**src/bcc_consts.svh**
```systemverilog
// Constants for the bus cycle controller: bit positions, delays, resets.
`ifndef BCC_CONSTS_SVH
`define BCC_CONSTS_SVH

// Number of pin inputs that pass the two-flop synchroniser.
`define BCC_PIN_W 8
// Bit positions of the pin inputs inside the synchroniser vector.
`define BCC_PIN_STAT_HI 0
`define BCC_PIN_STAT_LO 1
`define BCC_PIN_MEM_IO 2
`define BCC_PIN_STRAP 3
`define BCC_PIN_BUS_SEL 4
`define BCC_PIN_HOLD_OFF 5
`define BCC_PIN_EN_GRANT 6
`define BCC_PIN_READY_N 7
// Synchroniser reset levels: every pin high except the timing strap.
// A strap that read high before its true level arrived would float the
// commands of a fast-mode controller for two clocks after reset.
`define BCC_PIN_RST 8'hf7

// Width of the command vector and the index of each command.
`define BCC_CMD_W 5
`define BCC_CMD_IRQ_ACK 0
`define BCC_CMD_IO_RD 1
`define BCC_CMD_IO_WR 2
`define BCC_CMD_MEM_RD 3
`define BCC_CMD_MEM_WR 4

// Extra clocks of command delay in system-bus timing.
`define BCC_RD_CMD_DELAY 2'd1
`define BCC_WR_CMD_DELAY 2'd2
// Clock edges from a bus grant to commands going active.
`define BCC_GRANT_EDGES 2'd3

// Reset values of the outputs.
`define BCC_RST_CMD_N 5'h1f
`define BCC_RST_CMD_OE 1'b1
`define BCC_RST_ALE 1'b0
`define BCC_RST_MCE 1'b0
`define BCC_RST_DEN 1'b0
`define BCC_RST_DIR 1'b1

`endif

```
**src/bcc_pkg.sv**
```systemverilog
// Types shared by the bus cycle controller modules.
package bcc_pkg;

  // Bus states; Gray coded along idle, status, first and second command half.
  typedef enum logic [1:0] {
    BCC_IDLE = 2'h0,
    BCC_STAT = 2'h1,
    BCC_CMD1 = 2'h3,
    BCC_CMD2 = 2'h2
  } bcc_state_e;

  // Cycle type, coded as {mem_io_sel, status_hi_n, status_lo_n}.
  typedef enum logic [2:0] {
    BCC_CYC_IRQ_ACK = 3'h0,
    BCC_CYC_IO_RD = 3'h1,
    BCC_CYC_IO_WR = 3'h2,
    BCC_CYC_IDLE0 = 3'h3,
    BCC_CYC_HALT = 3'h4,
    BCC_CYC_MEM_RD = 3'h5,
    BCC_CYC_MEM_WR = 3'h6,
    BCC_CYC_IDLE1 = 3'h7
  } bcc_cycle_e;

endpackage

```
**src/bcc_pins_if.sv**
```systemverilog
// Interface carrying raw pins into the synchroniser and clean levels out.
`timescale 1ns/1ps
`include "bcc_consts.svh"

interface bcc_pins_if;
  // Raw pin levels, straight from outside the clock domain.
  logic [`BCC_PIN_W-1:0] raw;
  // Levels after two flip-flops, safe for the control logic.
  logic [`BCC_PIN_W-1:0] clean;

  // The synchroniser takes raw levels and returns clean ones.
  modport sync (input raw, output clean);
  // The controller fills raw levels and reads clean ones.
  modport ctrl (output raw, input clean);
endinterface

```
**src/bcc_pin_sync.sv**
```systemverilog
// Two-flop synchroniser bank for the controller's pin inputs.
`timescale 1ns/1ps
`include "bcc_consts.svh"

module bcc_pin_sync
  import bcc_pkg::*;
(
  input wire logic clk_i,
  input wire logic sys_rst_i,
  bcc_pins_if.sync pins
);

  // First stage; read only by the second stage of the same bit.
  logic [`BCC_PIN_W-1:0] meta_reg;
  // Second stage; this is what the controller sees.
  logic [`BCC_PIN_W-1:0] clean_reg;
  // Level that each stage takes while reset is held.
  localparam logic [`BCC_PIN_W-1:0] rst_lvl = `BCC_PIN_RST;

  // One synchroniser per pin, so a late pin never skews another.
  genvar gi;
  generate
    for (gi = 0; gi < `BCC_PIN_W; gi = gi + 1) begin : g_bit
      // Reset leaves status idle, ready high and the strap in fast timing.
      always_ff @(posedge clk_i) begin
        if (sys_rst_i) begin
          meta_reg[gi] <= rst_lvl[gi];
          clean_reg[gi] <= rst_lvl[gi];
        end else begin
          meta_reg[gi] <= pins.raw[gi];
          clean_reg[gi] <= meta_reg[gi];
        end
      end
    end
  endgenerate

  assign pins.clean = clean_reg;

endmodule

```
**src/bcc_cycle_ctrl.sv**
```systemverilog
// Bus cycle controller: decodes cycle status into commands and strobes.
//
// Behaviour
// RULE1 - Sample status each edge; low starts cycle.
// RULE2 - Three bus states, each two clocks.
// RULE3 - Idle may repeat while no cycle runs.
// RULE4 - Status then command; wait states repeat command.
// RULE5 - Ready high at command end repeats state.
// RULE6 - Ready low ends cycle; may restart directly.
// RULE7 - Decode select and status into cycle type.
// RULE8 - Direction low for reads; strobes skip idle/halt.
// RULE9 - Reads share timing; cascade only on acknowledge.
// RULE10 - Writes share timing, differ only in command.
// RULE11 - Halt drives nothing and ignores control inputs.
// RULE12 - Drop data enable before changing direction.
// RULE13 - Back-to-back cycles keep output timing unchanged.
// RULE14 - Fast back-to-back writes keep enable, direction high.
// RULE15 - System-bus mode delays read, write, enable.
// RULE16 - System-bus mode needs one wait state.
// RULE17 - System-bus data enable drops between cycles.
// RULE18 - Address strobe in second status half.
// RULE19 - Cascade strobe one clock longer than address.
// RULE20 - Master asserts status only in phase one.
// RULE21 - Master changes address only late command.
// RULE22 - Latch bus-select enable at cycle start.
// RULE23 - System-bus drives nothing without arbiter grant.
// RULE24 - Deselected cycle: no command, ignores inputs.
// RULE25 - Grant loss floats; grant enables after three.
// RULE26 - Fast mode enable gates commands and enable.
// RULE27 - Hold-off sampled from status end until low.
// RULE28 - Reset rests idle with outputs inactive.
`timescale 1ns/1ps
`include "bcc_consts.svh"

module bcc_cycle_ctrl
  import bcc_pkg::*;
(
  input wire logic clk_i,
  input wire logic sys_rst_i,
  input wire logic cycle_status_hi_n_i,
  input wire logic cycle_status_lo_n_i,
  input wire logic mem_io_sel_i,
  input wire logic sysbus_timing_strap_i,
  input wire logic bus_select_latched_i,
  input wire logic command_hold_off_i,
  input wire logic enable_or_grant_i,
  input wire logic ready_n_i,
  output logic irq_ack_cmd_n_o,
  output logic io_read_cmd_n_o,
  output logic io_write_cmd_n_o,
  output logic mem_read_cmd_n_o,
  output logic mem_write_cmd_n_o,
  output logic cmd_oe_o,
  output logic addr_latch_strobe_o,
  output logic cascade_enable_strobe_o,
  output logic transceiver_enable_o,
  output logic transfer_direction_o
);

  // True for the three read-type cycles, which share all their timing.
  function automatic logic is_read(input bcc_cycle_e c);
    is_read = (c == BCC_CYC_IRQ_ACK) || (c == BCC_CYC_IO_RD) ||
              (c == BCC_CYC_MEM_RD);
  endfunction

  // True for the two write cycles, which share all their timing.
  function automatic logic is_write(input bcc_cycle_e c);
    is_write = (c == BCC_CYC_IO_WR) || (c == BCC_CYC_MEM_WR);
  endfunction

  // Pins go through the synchroniser before any logic looks at them.
  bcc_pins_if pins ();

  assign pins.raw[`BCC_PIN_STAT_HI] = cycle_status_hi_n_i;
  assign pins.raw[`BCC_PIN_STAT_LO] = cycle_status_lo_n_i;
  assign pins.raw[`BCC_PIN_MEM_IO] = mem_io_sel_i;
  assign pins.raw[`BCC_PIN_STRAP] = sysbus_timing_strap_i;
  assign pins.raw[`BCC_PIN_BUS_SEL] = bus_select_latched_i;
  assign pins.raw[`BCC_PIN_HOLD_OFF] = command_hold_off_i;
  assign pins.raw[`BCC_PIN_EN_GRANT] = enable_or_grant_i;
  assign pins.raw[`BCC_PIN_READY_N] = ready_n_i;

  bcc_pin_sync u_sync (
    .clk_i(clk_i),
    .sys_rst_i(sys_rst_i),
    .pins(pins)
  );

  // Clean copies of each pin, named by what they mean here.
  logic stat_hi_n; // Status high bit, active low.
  logic stat_lo_n; // Status low bit, active low.
  logic mem_sel; // High for memory space, low for I/O space.
  logic sysbus; // Strap: high selects system-bus timing.
  logic bus_sel; // Bus-select enable, active high.
  logic hold_off; // Command hold-off, active high.
  logic en_grant; // Enable (fast) or active-low grant (system bus).
  logic ready_n; // Cycle end request, active low.

  assign stat_hi_n = pins.clean[`BCC_PIN_STAT_HI];
  assign stat_lo_n = pins.clean[`BCC_PIN_STAT_LO];
  assign mem_sel = pins.clean[`BCC_PIN_MEM_IO];
  assign sysbus = pins.clean[`BCC_PIN_STRAP];
  assign bus_sel = pins.clean[`BCC_PIN_BUS_SEL];
  assign hold_off = pins.clean[`BCC_PIN_HOLD_OFF];
  assign en_grant = pins.clean[`BCC_PIN_EN_GRANT];
  assign ready_n = pins.clean[`BCC_PIN_READY_N];

  // Control state.
  bcc_state_e state_reg; // Current bus state.
  bcc_state_e state_next; // Bus state for the next clock.
  bcc_cycle_e cycle_reg; // Type of the running cycle.
  logic sel_reg; // Bus-select enable caught at cycle start.
  logic [1:0] cnt_reg; // Clocks spent in command, saturating.
  logic [1:0] cnt_next; // Command clock count for the next clock.
  logic hold_ok_reg; // Hold-off has been seen low in this cycle.
  logic hold_ok_now; // Hold-off released as of this edge.
  logic [1:0] grant_cnt_reg; // Edges since the grant went low.
  logic [1:0] grant_cnt_next; // Grant edge count for the next clock.

  // Output flip-flops and their next values.
  logic [`BCC_CMD_W-1:0] cmd_n_reg;
  logic [`BCC_CMD_W-1:0] cmd_n_next;
  logic cmd_oe_reg;
  logic ale_reg;
  logic ale_next;
  logic mce_reg;
  logic mce_next;
  logic den_reg;
  logic den_next;
  logic dir_reg;
  logic dir_next;

  // Helper terms of the next-state logic.
  logic start; // Status sampled active at this edge.
  bcc_cycle_e dec_cycle; // Cycle type decoded from the pins.
  logic starting; // A status state begins at this edge.
  logic in_cmd_next; // The next clock lies in a command state.
  logic [1:0] need; // Command delay due to the timing mode.
  logic cmd_en; // Enable or grant lets commands go active.
  logic drv_en; // Enable or grant lets data enable go active.
  logic want_read_dir; // The next clock wants the read direction.
  logic want_den; // The next clock wants data enable active.

  // Any low status bit starts a cycle; idle codes never start one.
  assign start = !stat_hi_n || !stat_lo_n; // RULE1
  assign dec_cycle = bcc_cycle_e'({mem_sel, stat_hi_n, stat_lo_n}); // RULE7

  // Bus state sequencing.
  always_comb begin
    state_next = state_reg;
    case (state_reg)
      // Idle repeats for as long as no status is seen.
      BCC_IDLE: begin
        state_next = start ? BCC_STAT : BCC_IDLE; // RULE3
      end
      // Halt and deselected cycles fall back to idle.
      BCC_STAT: begin
        if ((cycle_reg == BCC_CYC_HALT) || !sel_reg) begin // RULE11 RULE24
          state_next = BCC_IDLE;
        end else begin
          state_next = BCC_CMD1; // RULE4
        end
      end
      // First half of a command state.
      BCC_CMD1: begin
        state_next = BCC_CMD2; // RULE2
      end
      // Ready is sampled at the end of every command state.
      BCC_CMD2: begin
        if (ready_n) begin
          state_next = BCC_CMD1; // RULE5
        end else if (start) begin
          state_next = BCC_STAT; // RULE6
        end else begin
          state_next = BCC_IDLE;
        end
      end
      default: begin
        state_next = BCC_IDLE;
      end
    endcase
  end

  // The status state lasts one clock here because the first status
  // half is the clock in which the pins were sampled low.
  assign starting = (state_next == BCC_STAT);
  assign in_cmd_next = (state_next == BCC_CMD1) ||
                       (state_next == BCC_CMD2);

  // Bus state register.
  always_ff @(posedge clk_i) begin
    if (sys_rst_i) begin
      state_reg <= BCC_IDLE; // RULE28
    end else begin
      state_reg <= state_next;
    end
  end

  // Cycle type and bus select are caught as the cycle starts, so an
  // address decoder may move on while the cycle runs.
  always_ff @(posedge clk_i) begin
    if (sys_rst_i) begin
      cycle_reg <= BCC_CYC_IDLE1;
      sel_reg <= 1'b0;
    end else if (starting) begin
      cycle_reg <= dec_cycle;
      sel_reg <= bus_sel; // RULE22
    end
  end

  // Clocks into the command phase; drives the system-bus delays.
  assign cnt_next = (state_reg == BCC_STAT) ? 2'd0 :
                    ((cnt_reg == 2'd3) ? cnt_reg : cnt_reg + 2'd1);

  always_ff @(posedge clk_i) begin
    if (sys_rst_i) begin
      cnt_reg <= 2'd0;
    end else begin
      cnt_reg <= cnt_next;
    end
  end

  // Hold-off is first looked at on the edge closing the status state,
  // then on each edge until it is seen low.
  assign hold_ok_now = (state_reg == BCC_STAT) ? !hold_off : // RULE27
                       (hold_ok_reg || !hold_off);

  always_ff @(posedge clk_i) begin
    if (sys_rst_i) begin
      hold_ok_reg <= 1'b0;
    end else if (!in_cmd_next) begin
      hold_ok_reg <= 1'b0;
    end else begin
      hold_ok_reg <= hold_ok_now;
    end
  end

  // Edges since the arbiter grant went low; a lost grant clears it.
  assign grant_cnt_next = en_grant ? 2'd0 :
    ((grant_cnt_reg == `BCC_GRANT_EDGES) ? grant_cnt_reg :
     grant_cnt_reg + 2'd1);

  always_ff @(posedge clk_i) begin
    if (sys_rst_i) begin
      grant_cnt_reg <= 2'd0;
    end else begin
      grant_cnt_reg <= grant_cnt_next; // RULE25
    end
  end

  // Command delay per mode: none in fast mode.
  always_comb begin
    if (!sysbus) begin
      need = 2'd0;
    end else if (is_write(cycle_reg)) begin
      need = `BCC_WR_CMD_DELAY; // RULE15
    end else begin
      need = `BCC_RD_CMD_DELAY; // RULE15
    end
  end

  // In system-bus mode the commands wait for three edges of grant;
  // in fast mode the enable gates them without floating them.
  assign cmd_en = sysbus ? (grant_cnt_next == `BCC_GRANT_EDGES) : // RULE23
                  en_grant; // RULE26
  // A high (lost) grant releases data enable at once.
  assign drv_en = sysbus ? !en_grant : en_grant; // RULE25 RULE26

  // One command line per cycle type; the others stay inactive.
  always_comb begin
    cmd_n_next = `BCC_RST_CMD_N;
    if (in_cmd_next && sel_reg && hold_ok_now && (cnt_next >= need) &&
        cmd_en) begin
      case (cycle_reg)
        BCC_CYC_IRQ_ACK: cmd_n_next[`BCC_CMD_IRQ_ACK] = 1'b0; // RULE9
        BCC_CYC_IO_RD: cmd_n_next[`BCC_CMD_IO_RD] = 1'b0;
        BCC_CYC_MEM_RD: cmd_n_next[`BCC_CMD_MEM_RD] = 1'b0;
        BCC_CYC_IO_WR: cmd_n_next[`BCC_CMD_IO_WR] = 1'b0; // RULE10
        BCC_CYC_MEM_WR: cmd_n_next[`BCC_CMD_MEM_WR] = 1'b0;
        default: cmd_n_next = `BCC_RST_CMD_N; // RULE11
      endcase
    end
  end

  // Command lines and their drive enable.
  always_ff @(posedge clk_i) begin
    if (sys_rst_i) begin
      cmd_n_reg <= `BCC_RST_CMD_N; // RULE28
      cmd_oe_reg <= `BCC_RST_CMD_OE;
    end else begin
      cmd_n_reg <= cmd_n_next; // RULE13
      cmd_oe_reg <= !sysbus || !en_grant; // RULE23
    end
  end

  // Address strobe covers the status state of any real cycle; the
  // cascade strobe stays one clock longer on acknowledge cycles.
  assign ale_next = starting && (dec_cycle != BCC_CYC_HALT); // RULE18
  assign mce_next = (starting && (dec_cycle == BCC_CYC_IRQ_ACK)) ||
                    ((state_reg == BCC_STAT) &&
                     (cycle_reg == BCC_CYC_IRQ_ACK)); // RULE19

  always_ff @(posedge clk_i) begin
    if (sys_rst_i) begin
      ale_reg <= `BCC_RST_ALE;
      mce_reg <= `BCC_RST_MCE;
    end else begin
      ale_reg <= ale_next;
      mce_reg <= mce_next;
    end
  end

  // Direction wanted: low from the status state of a selected read.
  assign want_read_dir =
    (starting && bus_sel && is_read(dec_cycle)) ||
    (in_cmd_next && sel_reg && is_read(cycle_reg)); // RULE8

  // Data enable wanted: reads from the command state; fast writes
  // from the status state, system-bus writes one clock later.
  always_comb begin
    want_den = 1'b0;
    if (starting && is_write(dec_cycle) && bus_sel && !sysbus) begin
      want_den = drv_en; // RULE14
    end else if (in_cmd_next && sel_reg &&
                 (is_read(cycle_reg) || is_write(cycle_reg))) begin
      want_den = drv_en; // RULE15 RULE17
    end
  end

  // The direction only moves while data enable is off, and data
  // enable only rises once the direction already matches, so the
  // transceivers never fight the bus on a turn-around.
  assign dir_next = den_reg ? dir_reg : !want_read_dir; // RULE12
  assign den_next = want_den && (dir_reg == !want_read_dir); // RULE12

  always_ff @(posedge clk_i) begin
    if (sys_rst_i) begin
      den_reg <= `BCC_RST_DEN; // RULE28
      dir_reg <= `BCC_RST_DIR;
    end else begin
      den_reg <= den_next;
      dir_reg <= dir_next;
    end
  end

  // Every output comes straight from its flip-flop.
  assign irq_ack_cmd_n_o = cmd_n_reg[`BCC_CMD_IRQ_ACK];
  assign io_read_cmd_n_o = cmd_n_reg[`BCC_CMD_IO_RD];
  assign io_write_cmd_n_o = cmd_n_reg[`BCC_CMD_IO_WR];
  assign mem_read_cmd_n_o = cmd_n_reg[`BCC_CMD_MEM_RD];
  assign mem_write_cmd_n_o = cmd_n_reg[`BCC_CMD_MEM_WR];
  assign cmd_oe_o = cmd_oe_reg;
  assign addr_latch_strobe_o = ale_reg;
  assign cascade_enable_strobe_o = mce_reg;
  assign transceiver_enable_o = den_reg;
  assign transfer_direction_o = dir_reg;

endmodule

```
**config.mk**
```make
export PLATFORM = sky130hd
export DESIGN_NAME = bcc_cycle_ctrl
export DESIGN_NICKNAME = d
export VERILOG_FILES = /design/src/bcc_pkg.sv /design/src/bcc_pins_if.sv /design/src/bcc_pin_sync.sv /design/src/bcc_cycle_ctrl.sv
export VERILOG_INCLUDE_DIRS = /design/src
export SDC_FILE = /design/constraint.sdc
export NUM_CORES = 1
export LEC_CHECK = 0
export CAP_MARGIN = 20
export CORE_ASPECT_RATIO = 1.75
export CORE_UTILIZATION = 55
export CTS_BUF_LIST = sky130_fd_sc_hd__clkbuf_2 sky130_fd_sc_hd__clkbuf_4 sky130_fd_sc_hd__clkbuf_8
export DETAILED_ROUTE_END_ITERATION = 10
export DONT_BUFFER_PORTS = 1
export HOLD_SLACK_MARGIN = 0.06
export PLACE_DENSITY = 0.73
export SLEW_MARGIN = 20
export SYNTH_ARGS = -nofsm -noshare
export SYNTH_HDL_FRONTEND = slang
export SYNTH_SLANG_ARGS = --single-unit
```
**constraint.sdc**
```tcl
create_clock -name clk_i -period 2.1 [get_ports clk_i]
set_input_delay 0.63 -clock clk_i [delete_from_list [all_inputs] [get_ports clk_i]]
set_output_delay 0.63 -clock clk_i [all_outputs]
set_load 0.02 [all_outputs]
```
==> results of run 1 <==
## worst paths after layout
check	from	to	cells past startpoint
worst min-delay path	u_sync.meta_reg[6]	u_sync.pins.clean[6]	1
worst max register to register	cycle_reg[1]	cmd_n_reg[3]	8
worst max-delay path	cycle_reg[1]	cmd_n_reg[3]	8
worst min register to register	u_sync.meta_reg[6]	u_sync.pins.clean[6]	1
## layout make-up
cell class	instances	area, um2	area share, %
sequential	37	740.7	51.66
inverter	8	30.03	2.094
tap	25	31.28	2.181
clock buffer	7	90.09	6.283
multi-input combinational	84	541.8	37.78
## cell usage in the layout, fill, tap and decap left out, types with 3 or more instances in the layout
master / synthesis / layout
nor2b_1: 4 / 4
dfxtp_1: 37 / 37
o21ai_0: 3 / 3
nor2_1: 11 / 11
inv_1: 8 / 8
clkbuf_8: 0 / 6
nand4_1: 5 / 5
a21oi_1: 6 / 6
ha_1: 3 / 3
or2_2: 14 / 14
nand2_1: 11 / 11
## routing by layer
layer | up-vias | track usage, % | routed length [um]
met5 | - | 0 | 0
met4 | 0 | 12.50 | 36
met3 | 5 | 8.667 | 91
met2 | 23 | 41.88 | 1281
met1 | 428 | 22.98 | 923
li1 | 456 | - | -
## power breakdown
| group | internal, mW | leakage (nW) | switching (mW) |
|---|---|---|---|
| Combinational | 0.0411 | 0.215 | 0.0521 |
| Sequential | 0.732 | 0.304 | 0.0277 |
| Clock | 0.273 | 0.0477 | 0.215 |
| Total | 1.05 | 0.567 | 0.295 |
## stage by stage
stage	power (mW)	utilization, %	setup slack (ns)
after global routing	1.406	63.07	0.07953
after detailed placement	0.8680	59.11	0.2601
after global placement	0.8608	59.11	0.3962
after floorplan	0.8470	-	0.5706
final	1.341	63.07	0.2390
after CTS	1.354	63.07	0.2497
## worst max-delay path, cell delays in order, from the launching register on
cell and delay, ns:
dfxtp_1 0.43, inv_1 0.08, nor2_1 0.25, nor2b_1 0.09
ha_1 0.28, nand2b_1 0.10, a21oi_1 0.06, nor2_1 0.29
nand4_1 0.14
## logic make-up (layout without fill, tap and decap cells)
family / Yosys count / in the layout / share of synthesized area [%]
AND/OR/NAND/NOR: 56 / 56 / 22.65
multiplexers: 2 / 2 / 1.611
adder cells (fa/ha/maj): 3 / 3 / 2.844
AO/OA/AOI/OAI: 23 / 23 / 13.93
flip-flops: 37 / 37 / 56.11
buffers and inverters: 10 / 15 / 2.844
## cell usage after synthesis, drive strengths merged, types with 2 or more instances
master and instances:
or2 14, nand4 5, nand3 2, inv 8
a21oi 8, clkbuf 2, a21o 2, nor2b 4
dfxtp 37, nand2b 2, nor3 2, nand2 11
o2111ai 2, ha 3, o21ai 3, nor2 11
o211ai 2
==> flow_summary.yaml, run 1 <==
global_route:
  grt-ovfl-total: 0
  grt_pass1_vias: 949
  grt_pass1_wl_um: 4195
  grtUsageTotal_pct: 23.98
  grt_max_degree: 25
  antenna_found_initial: 0
logic_synthesis:
  synthesis.area_um2: 1320
  ys_async_sr_fraction_pct: 0
  syn_inst: 131
  synth_edf_count: 0
  synth-seq-cells: 37
  synth-main-ff-cell: "dfxtp_1"
  yosysSeqAreaShare_pct: 56.11
  synth_top_area_share_pct: 56.11
  yosys.area.top_type: "dfxtp_1"
  postSynthAreaPerCell_um2: 10.08
  syn_nets: 144
  synth_cell_types: 31
  synth_area_leaders: "dfxtp_1 (56%), or2_2 (6.6%), nand2_1 (3.1%)"
  yosysWarnings: 0
cts:
  ctsLongestPathBuffers: 2
  cts-root-buf: "clkbuf_8"
  cts.sinks: 37
  cts_hold_buf: 0
  cts_resized: 0
  cts_setup_buffers: 0
  insertion_delay_ns: 0.28
  numCtsBuffers: 5
  path_clk_slew_ns: 0.07
  cts_tree: "built"
  htreeDepth: 2
final_layout:
  fin_area_um2: 1434
  drive_gt1_share_pct: 19.85
  antenna_cells: 0
  fin_cells: 161
  nets: 149
  syn_to_final_growth_pct: 8.626
  n_fill_cell: 190
placed_design:
  hpwl_um: 1633
  gp_congestion: 0.8191
  numPortBuffers: 0
  placed_area_um2: 1344
  post-place-cells: 154
die:
  die_area_um2: 2608
  dieHeight_um: 66.81
  num_rows: 23
  die_x_um: 39.04
  io-pin-count: 20
  coreArea_um2: 2273
  start_util_pct: 58.06
timing:
  fin_tns_setup_ns: 0
  final-hold-violation-count: 0
  hold_ws_ns: 0.4021
  fmaxAchievable_ghz: 0.5374
  setup-violations-final: 0
  min_period_ns: 1.861
  maxSlewHeadroom_pct: 68.98
  tightest_slew_ns: 0.4653
  drv_slew: 0
  skew_ns: 0.008420
  rsz0062_at_grt: "no"
  fin_crit_sh_pct: 88.62
pwr:
  p_per_area_nw_per_um2: 935.0
  p_leak_nw: 0.5668
  vdd_drop_max_mv: 0.5941
route:
  vias_per_cell: 5.665
  drt_pass1_iterations: 4
  dr.first_iter.drc_count: 9
  routed_wl_um: 2332
  routedWlPerCell_um: 14.48
  drc_errors: 0
  routed-via-count: 912
  ant_nets: 0
worst_setup_path:
  cp-start-kind: "flip-flop"
  cp.required_ns: 2.24
  cp.arrival_ns: 2.00
  endpoint_kind: "flip-flop"
  r2r_setup_slack_ns: 0.24
  crit_fanout: 6
  crit_type: "reg -> reg"
outcome:
  status: "completed"
run:
  drv_cap: 0
hold_path:
  hp-class: "reg -> reg"
Note: power is estimated with default switching activity, not from simulation.
==> run 2: changes to the inputs <==
Settings changed: CORE_UTILIZATION 55 to 25, PLACE_DENSITY 0.73 to 0.41.
==> run 2 against run 1 <==
Effect of this change:
- combinational power down 1%
- critical path depth unchanged
- clock power down 2%
- final area up 2.3%
- global-route usage down 14 points
- maximum frequency up 2.9%
- largest power group unchanged
- count of clock-buffer cells in the layout down 1
- largest cell class unchanged
==> flow_summary.yaml, run 2 (synthesized netlist as in run 1, its figures left out) <==
outcome:
  status: "completed"
timing:
  fin_crit_sh_pct: 86.13
  drv_slew: 0
  maxSlewHeadroom_pct: 70.04
  min_period_ns: 1.809
  fin_tns_setup_ns: 0
  tightest_slew_ns: 0.4494
  setup-violations-final: 0
  rsz0062_at_grt: "no"
  fmaxAchievable_ghz: 0.5529
  final-hold-violation-count: 0
  skew_ns: 0.003009
die:
  io-pin-count: 20
  dieHeight_um: 98.13
  num_rows: 34
  coreArea_um2: 5020
  die_x_um: 56.93
  die_area_um2: 5586
  start_util_pct: 26.30
worst_setup_path:
  crit_top_cell: "nor2_1"
  cpPeakStageDelay_ns: 0.43
  endpoint_kind: "flip-flop"
  crit_fanout: 6
  slowest_stage: "dfxtp_1"
  endpoint: "cmd_n_reg[1]"
  r2r_setup_slack_ns: 0.29
  cp-start-kind: "flip-flop"
  crit_chain: "inv_1 > nor2_1 > nor2b_1 > ha_1 > nand2b_1 > a21oi_1 > nor2_1 > nand4_1"
  r2r-start: "cycle_reg[1]"
  crit_type: "reg -> reg"
  cp.required_ns: 2.24
  path_buf_inv: 1
  r2r_cells: 8
  path_delay_family: "simple AND/OR/NAND/NOR gates"
  cp.arrival_ns: 1.95
  cp.depth: 8
  cp-startpoint: "cycle_reg[1]"
  regToRegEndpoint: "cmd_n_reg[1]"
final_layout:
  syn_to_final_growth_pct: 11.09
  nets: 149
  n_fill_cell: 546
  antenna_cells: 0
  drive_gt1_share_pct: 20.44
  most-common-layout-cells: "dfxtp_1 (37), or2_2 (14), nor2_1 (11), nand2_1 (11), inv_1 (8)"
  layout_commonest_cell: "dfxtp_1"
route:
  routed-via-count: 905
  drc_errors: 0
  routedWlPerCell_um: 13.11
  ant_nets: 0
  vias_per_cell: 4.738
  drt_pass1_iterations: 4
  routed_wl_um: 2504
  dr.first_iter.drc_count: 20
cts:
  numCtsBuffers: 5
  cts_resized: 0
  insertion_delay_ns: 0.28
  htreeDepth: 2
  cts_hold_buf: 0
  cts.sinks: 37
  path_clk_slew_ns: 0.07
  cts_tree: "built"
  cts_setup_buffers: 0
  ctsLongestPathBuffers: 2
  cts-root-buf: "clkbuf_8"
run:
  drv_cap: 0
pwr:
  p_leak_nw: 0.5674
  p_per_area_nw_per_um2: 907.7
  power.total_mw: 1.331
  vdd_drop_max_mv: 0.4650
placed_design:
  gp_congestion: 0.7778
  hpwl_um: 1826
  numPortBuffers: 0
global_route:
  grt_max_degree: 25
  grt-ovfl-total: 0
  grt_pass1_wl_um: 4140
  grtUsageTotal_pct: 9.960
  grt_pass1_vias: 848
  antenna_found_initial: 0
hold_path:
  hp-class: "in -> reg"
==> run 2: changes by cell type in the layout (fill, tap and decap cells not counted) <==
cell      before  now
clkbuf_8       6    5
clkinv_2       0    2
==> run 2: cell type report <==
| cell class | count | area, um2 | area share, % |
|---|---|---|---|
| well taps | 54 | 67.56 | 4.607 |
| clock inverters | 2 | 10.01 | 0.6826 |
| inverters | 8 | 30.03 | 2.048 |
| multi-input cells | 84 | 541.8 | 36.95 |
| flip-flops and latches | 37 | 740.7 | 50.51 |
| clock buffers | 6 | 76.32 | 5.205 |
==> run 2: worst min path at each step <==
stage                        from                   end  slack (ns)  depth (start not counted)
2_1_floorplan  u_sync.meta_reg[0]  u_sync.pins.clean[0]        0.39                          1
3_3_place_gp   u_sync.meta_reg[5]  u_sync.pins.clean[5]        0.39                          1
3_5_place_dp   u_sync.meta_reg[7]  u_sync.pins.clean[7]        0.39                          1
4_1_cts                 sys_rst_i  u_sync.pins.clean[3]        0.40                          1
5_1_grt                 sys_rst_i    u_sync.meta_reg[3]        0.39                          1
6_report                sys_rst_i    u_sync.meta_reg[3]        0.41                          1
==> run 2: power by group <==
| part | internal, mW | switching [mW] |
|---|---|---|
| clock network | 0.243 | 0.237 |
| registers | 0.732 | 0.0280 |
| logic | 0.0408 | 0.0513 |
==> run 2: stage by stage <==
step | worst slack [ns] | cells | hold WS [ns] | utilization (%) | area (um2)
2_1_floorplan | 0.5706 | 131 | 0.3895 | - | 1320
3_3_place_gp | 0.3376 | 183 | 0.3920 | 27.49 | 1380
3_5_place_dp | 0.2896 | 183 | 0.3932 | 27.49 | 1380
4_1_cts | 0.2737 | 191 | 0.3953 | 29.21 | 1466
5_1_grt | 0.08765 | 191 | 0.3946 | 29.21 | 1466
6_report | 0.2913 | 191 | 0.4072 | 29.21 | 1466
==> run 2: layer usage <==
metal | track usage [%] | wire [um] | up-vias
met5 | 0 | 0 | -
met4 | 5.629 | 53 | 0
met3 | 2.781 | 128 | 6
met2 | 18.28 | 1362 | 31
met1 | 9.614 | 960 | 410
li1 | - | - | 458
==> run 3: changes to the inputs <==
Settings changed: SYNTH_HIERARCHICAL set to 1, TNS_END_PERCENT set to 10.
==> run 3 against run 2 <==
Effect of this change:
- clock skew about the same
- power is 6.0% higher
- combinational power increased by 4.2%
- global-route usage is 0.17 points higher
- area after synthesis rose by 7.8%
- count of clock-buffer cells in the layout rose by 1
==> flow_summary.yaml, run 3 <==
worst_setup_path:
  r2r_setup_slack_ns: 0.42
  crit_type: "reg -> reg"
  cp-start-kind: "flip-flop"
  crit_chain: "and2b_2 > nor2_1 > ha_1 > a21oi_1 > nor2b_1 > nand4_1"
  r2r-start: "state_reg[0]"
  path_buf_inv: 0
  cp.required_ns: 2.26
  crit_fanout: 8
  path_delay_family: "simple AND/OR/NAND/NOR gates"
  cpPeakStageDelay_ns: 0.49
  r2r_cells: 6
  regToRegEndpoint: "cmd_n_reg[1]"
  slowest_stage: "dfxtp_1"
  endpoint_kind: "flip-flop"
  cp.arrival_ns: 1.84
global_route:
  grt-ovfl-total: 0
  antenna_found_initial: 0
  grt_pass1_wl_um: 4367
  grtUsageTotal_pct: 10.13
  grt_pass1_vias: 903
  grt_max_degree: 33
logic_synthesis:
  synth_area_leaders: "dfxtp_1 (52%), or2_1 (4.4%), and2b_2 (3.1%)"
  synth_commonest_cells: "dfxtp_1 (37), or2_1 (10), nor2_1 (9), nor2b_1 (6)"
  synth_top_area_share_pct: 52.07
  synth_cell_types: 38
  yosysWarnings: 6
  ys_async_sr_fraction_pct: 0
  yosysSeqAreaShare_pct: 52.07
  synth-main-ff-cell: "dfxtp_1"
  synthesis.area_um2: 1423
  synth.most_common_cell: "dfxtp_1"
  synth-seq-cells: 37
  yosys.area.top_type: "dfxtp_1"
  postSynthAreaPerCell_um2: 10.94
  syn_nets: 143
  synth_edf_count: 0
  syn_inst: 130
route:
  drt_pass1_iterations: 3
  drc_errors: 0
  vias_per_cell: 4.275
  routed_wl_um: 2591
  dr.first_iter.drc_count: 12
  ant_nets: 0
  routed-via-count: 902
  routedWlPerCell_um: 12.28
cts:
  cts_resized: 0
  htreeDepth: 2
  cts_setup_buffers: 0
  numCtsBuffers: 5
  cts_hold_buf: 0
  cts_tree: "built"
  insertion_delay_ns: 0.29
  path_clk_slew_ns: 0.07
  cts-root-buf: "clkbuf_8"
  ctsLongestPathBuffers: 2
  cts.sinks: 37
timing:
  min_period_ns: 1.681
  maxSlewHeadroom_pct: 68.00
  setup-violations-final: 0
  fin_crit_sh_pct: 80.04
  fin_ws_ns: 0.4192
  skew_ns: 0.002666
  hold_ws_ns: 0.4031
  fmaxAchievable_ghz: 0.5950
  tightest_slew_ns: 0.4801
  final-hold-violation-count: 0
  rsz0062_at_grt: "no"
  drv_slew: 0
  fin_tns_setup_ns: 0
die:
  die_x_um: 59.03
  io-pin-count: 20
  start_util_pct: 25.68
  dieHeight_um: 101.8
  die_area_um2: 6008
  coreArea_um2: 5540
  num_rows: 36
pwr:
  p_per_area_nw_per_um2: 888.2
  vdd_drop_max_mv: 0.3029
  power.total_mw: 1.411
  p_leak_nw: 0.5661
outcome:
  status: "completed"
final_layout:
  fin_cells: 211
  layout_commonest_cell: "dfxtp_1"
  most-common-layout-cells: "dfxtp_1 (37), or2_1 (10), nor2_1 (9)"
  antenna_cells: 0
  n_fill_cell: 580
  drive_gt1_share_pct: 19.26
  syn_to_final_growth_pct: 11.70
  nets: 147
placed_design:
  place_ws_ns: 0.4008
  numPortBuffers: 0
  hpwl_um: 1811
  post-place-cells: 203
  gp_congestion: 0.8418
hold_path:
  hp-class: "reg -> reg"
  min_from: "u_sync/meta_reg[4]"
  whs_path_depth: 1
  worstHoldEndpoint: "u_sync/pins.clean[4]"
run:
  drv_cap: 0
-- run 3: power breakdown --
part | switching, mW | total, mW | internal, mW
logic | 0.0428 | 0.0960 | 0.0532
registers | 0.0366 | 0.770 | 0.733
clock network | 0.249 | 0.546 | 0.297
-- run 3: layout make-up --
class	count	area (um2)	share of cell area, %
sequential	37	740.7	46.61
multi-input combinational	88	644.4	40.55
clock buffer	7	96.34	6.063
tap	76	95.09	5.984
inverter	2	7.507	0.4724
clock inverter	1	5.005	0.3150
-- run 3: worst max path at each step --
stage / to / start / cells after the start
4_1_cts: cmd_n_reg[1] / cycle_reg[1] / 7
3_3_place_gp: cmd_n_reg[0] / cycle_reg[1] / 7
5_1_grt: cmd_n_reg[0] / cycle_reg[1] / 7
6_report: cmd_n_reg[1] / state_reg[0] / 6
2_1_floorplan: transfer_direction_o / cycle_reg[2] / 4
3_5_place_dp: cmd_n_reg[1] / cycle_reg[1] / 6
-- run 3: cells by family (layout without fill, tap and decap cells) --
group | Yosys count | count (layout) | share of synthesized area [%]
buffers and inverters | 5 | 10 | 2.639
AO/OA/AOI/OAI | 18 | 18 | 12.23
AND/OR/NAND/NOR | 64 | 64 | 27.97
multiplexers | 3 | 3 | 2.462
adder cells (fa/ha/maj) | 3 | 3 | 2.639
flip-flops | 37 | 37 | 52.07
-- run 3: routing by layer --
metal / track usage [%] / part of all wire [%]
met1: 10.34 / 41
met2: 17.48 / 53
met3: 3.321 / 3.2
met4: 6.044 / 2.9
met5: 0 / 0
-- run 3: worst register-to-register path, stage by stage (launching register included) --
cell     delay [ns]
dfxtp_1        0.49
and2b_2        0.28
nor2_1         0.07
ha_1           0.26
a21oi_1        0.05
nor2b_1        0.26
nand4_1        0.13
-- run 3: through the flow --
step	cell area (um2)	utilization [%]
after floorplan	1423	-
after global placement	1488	26.85
after detailed placement	1488	26.85
after CTS	1589	28.68
after global routing	1589	28.68
final	1589	28.68
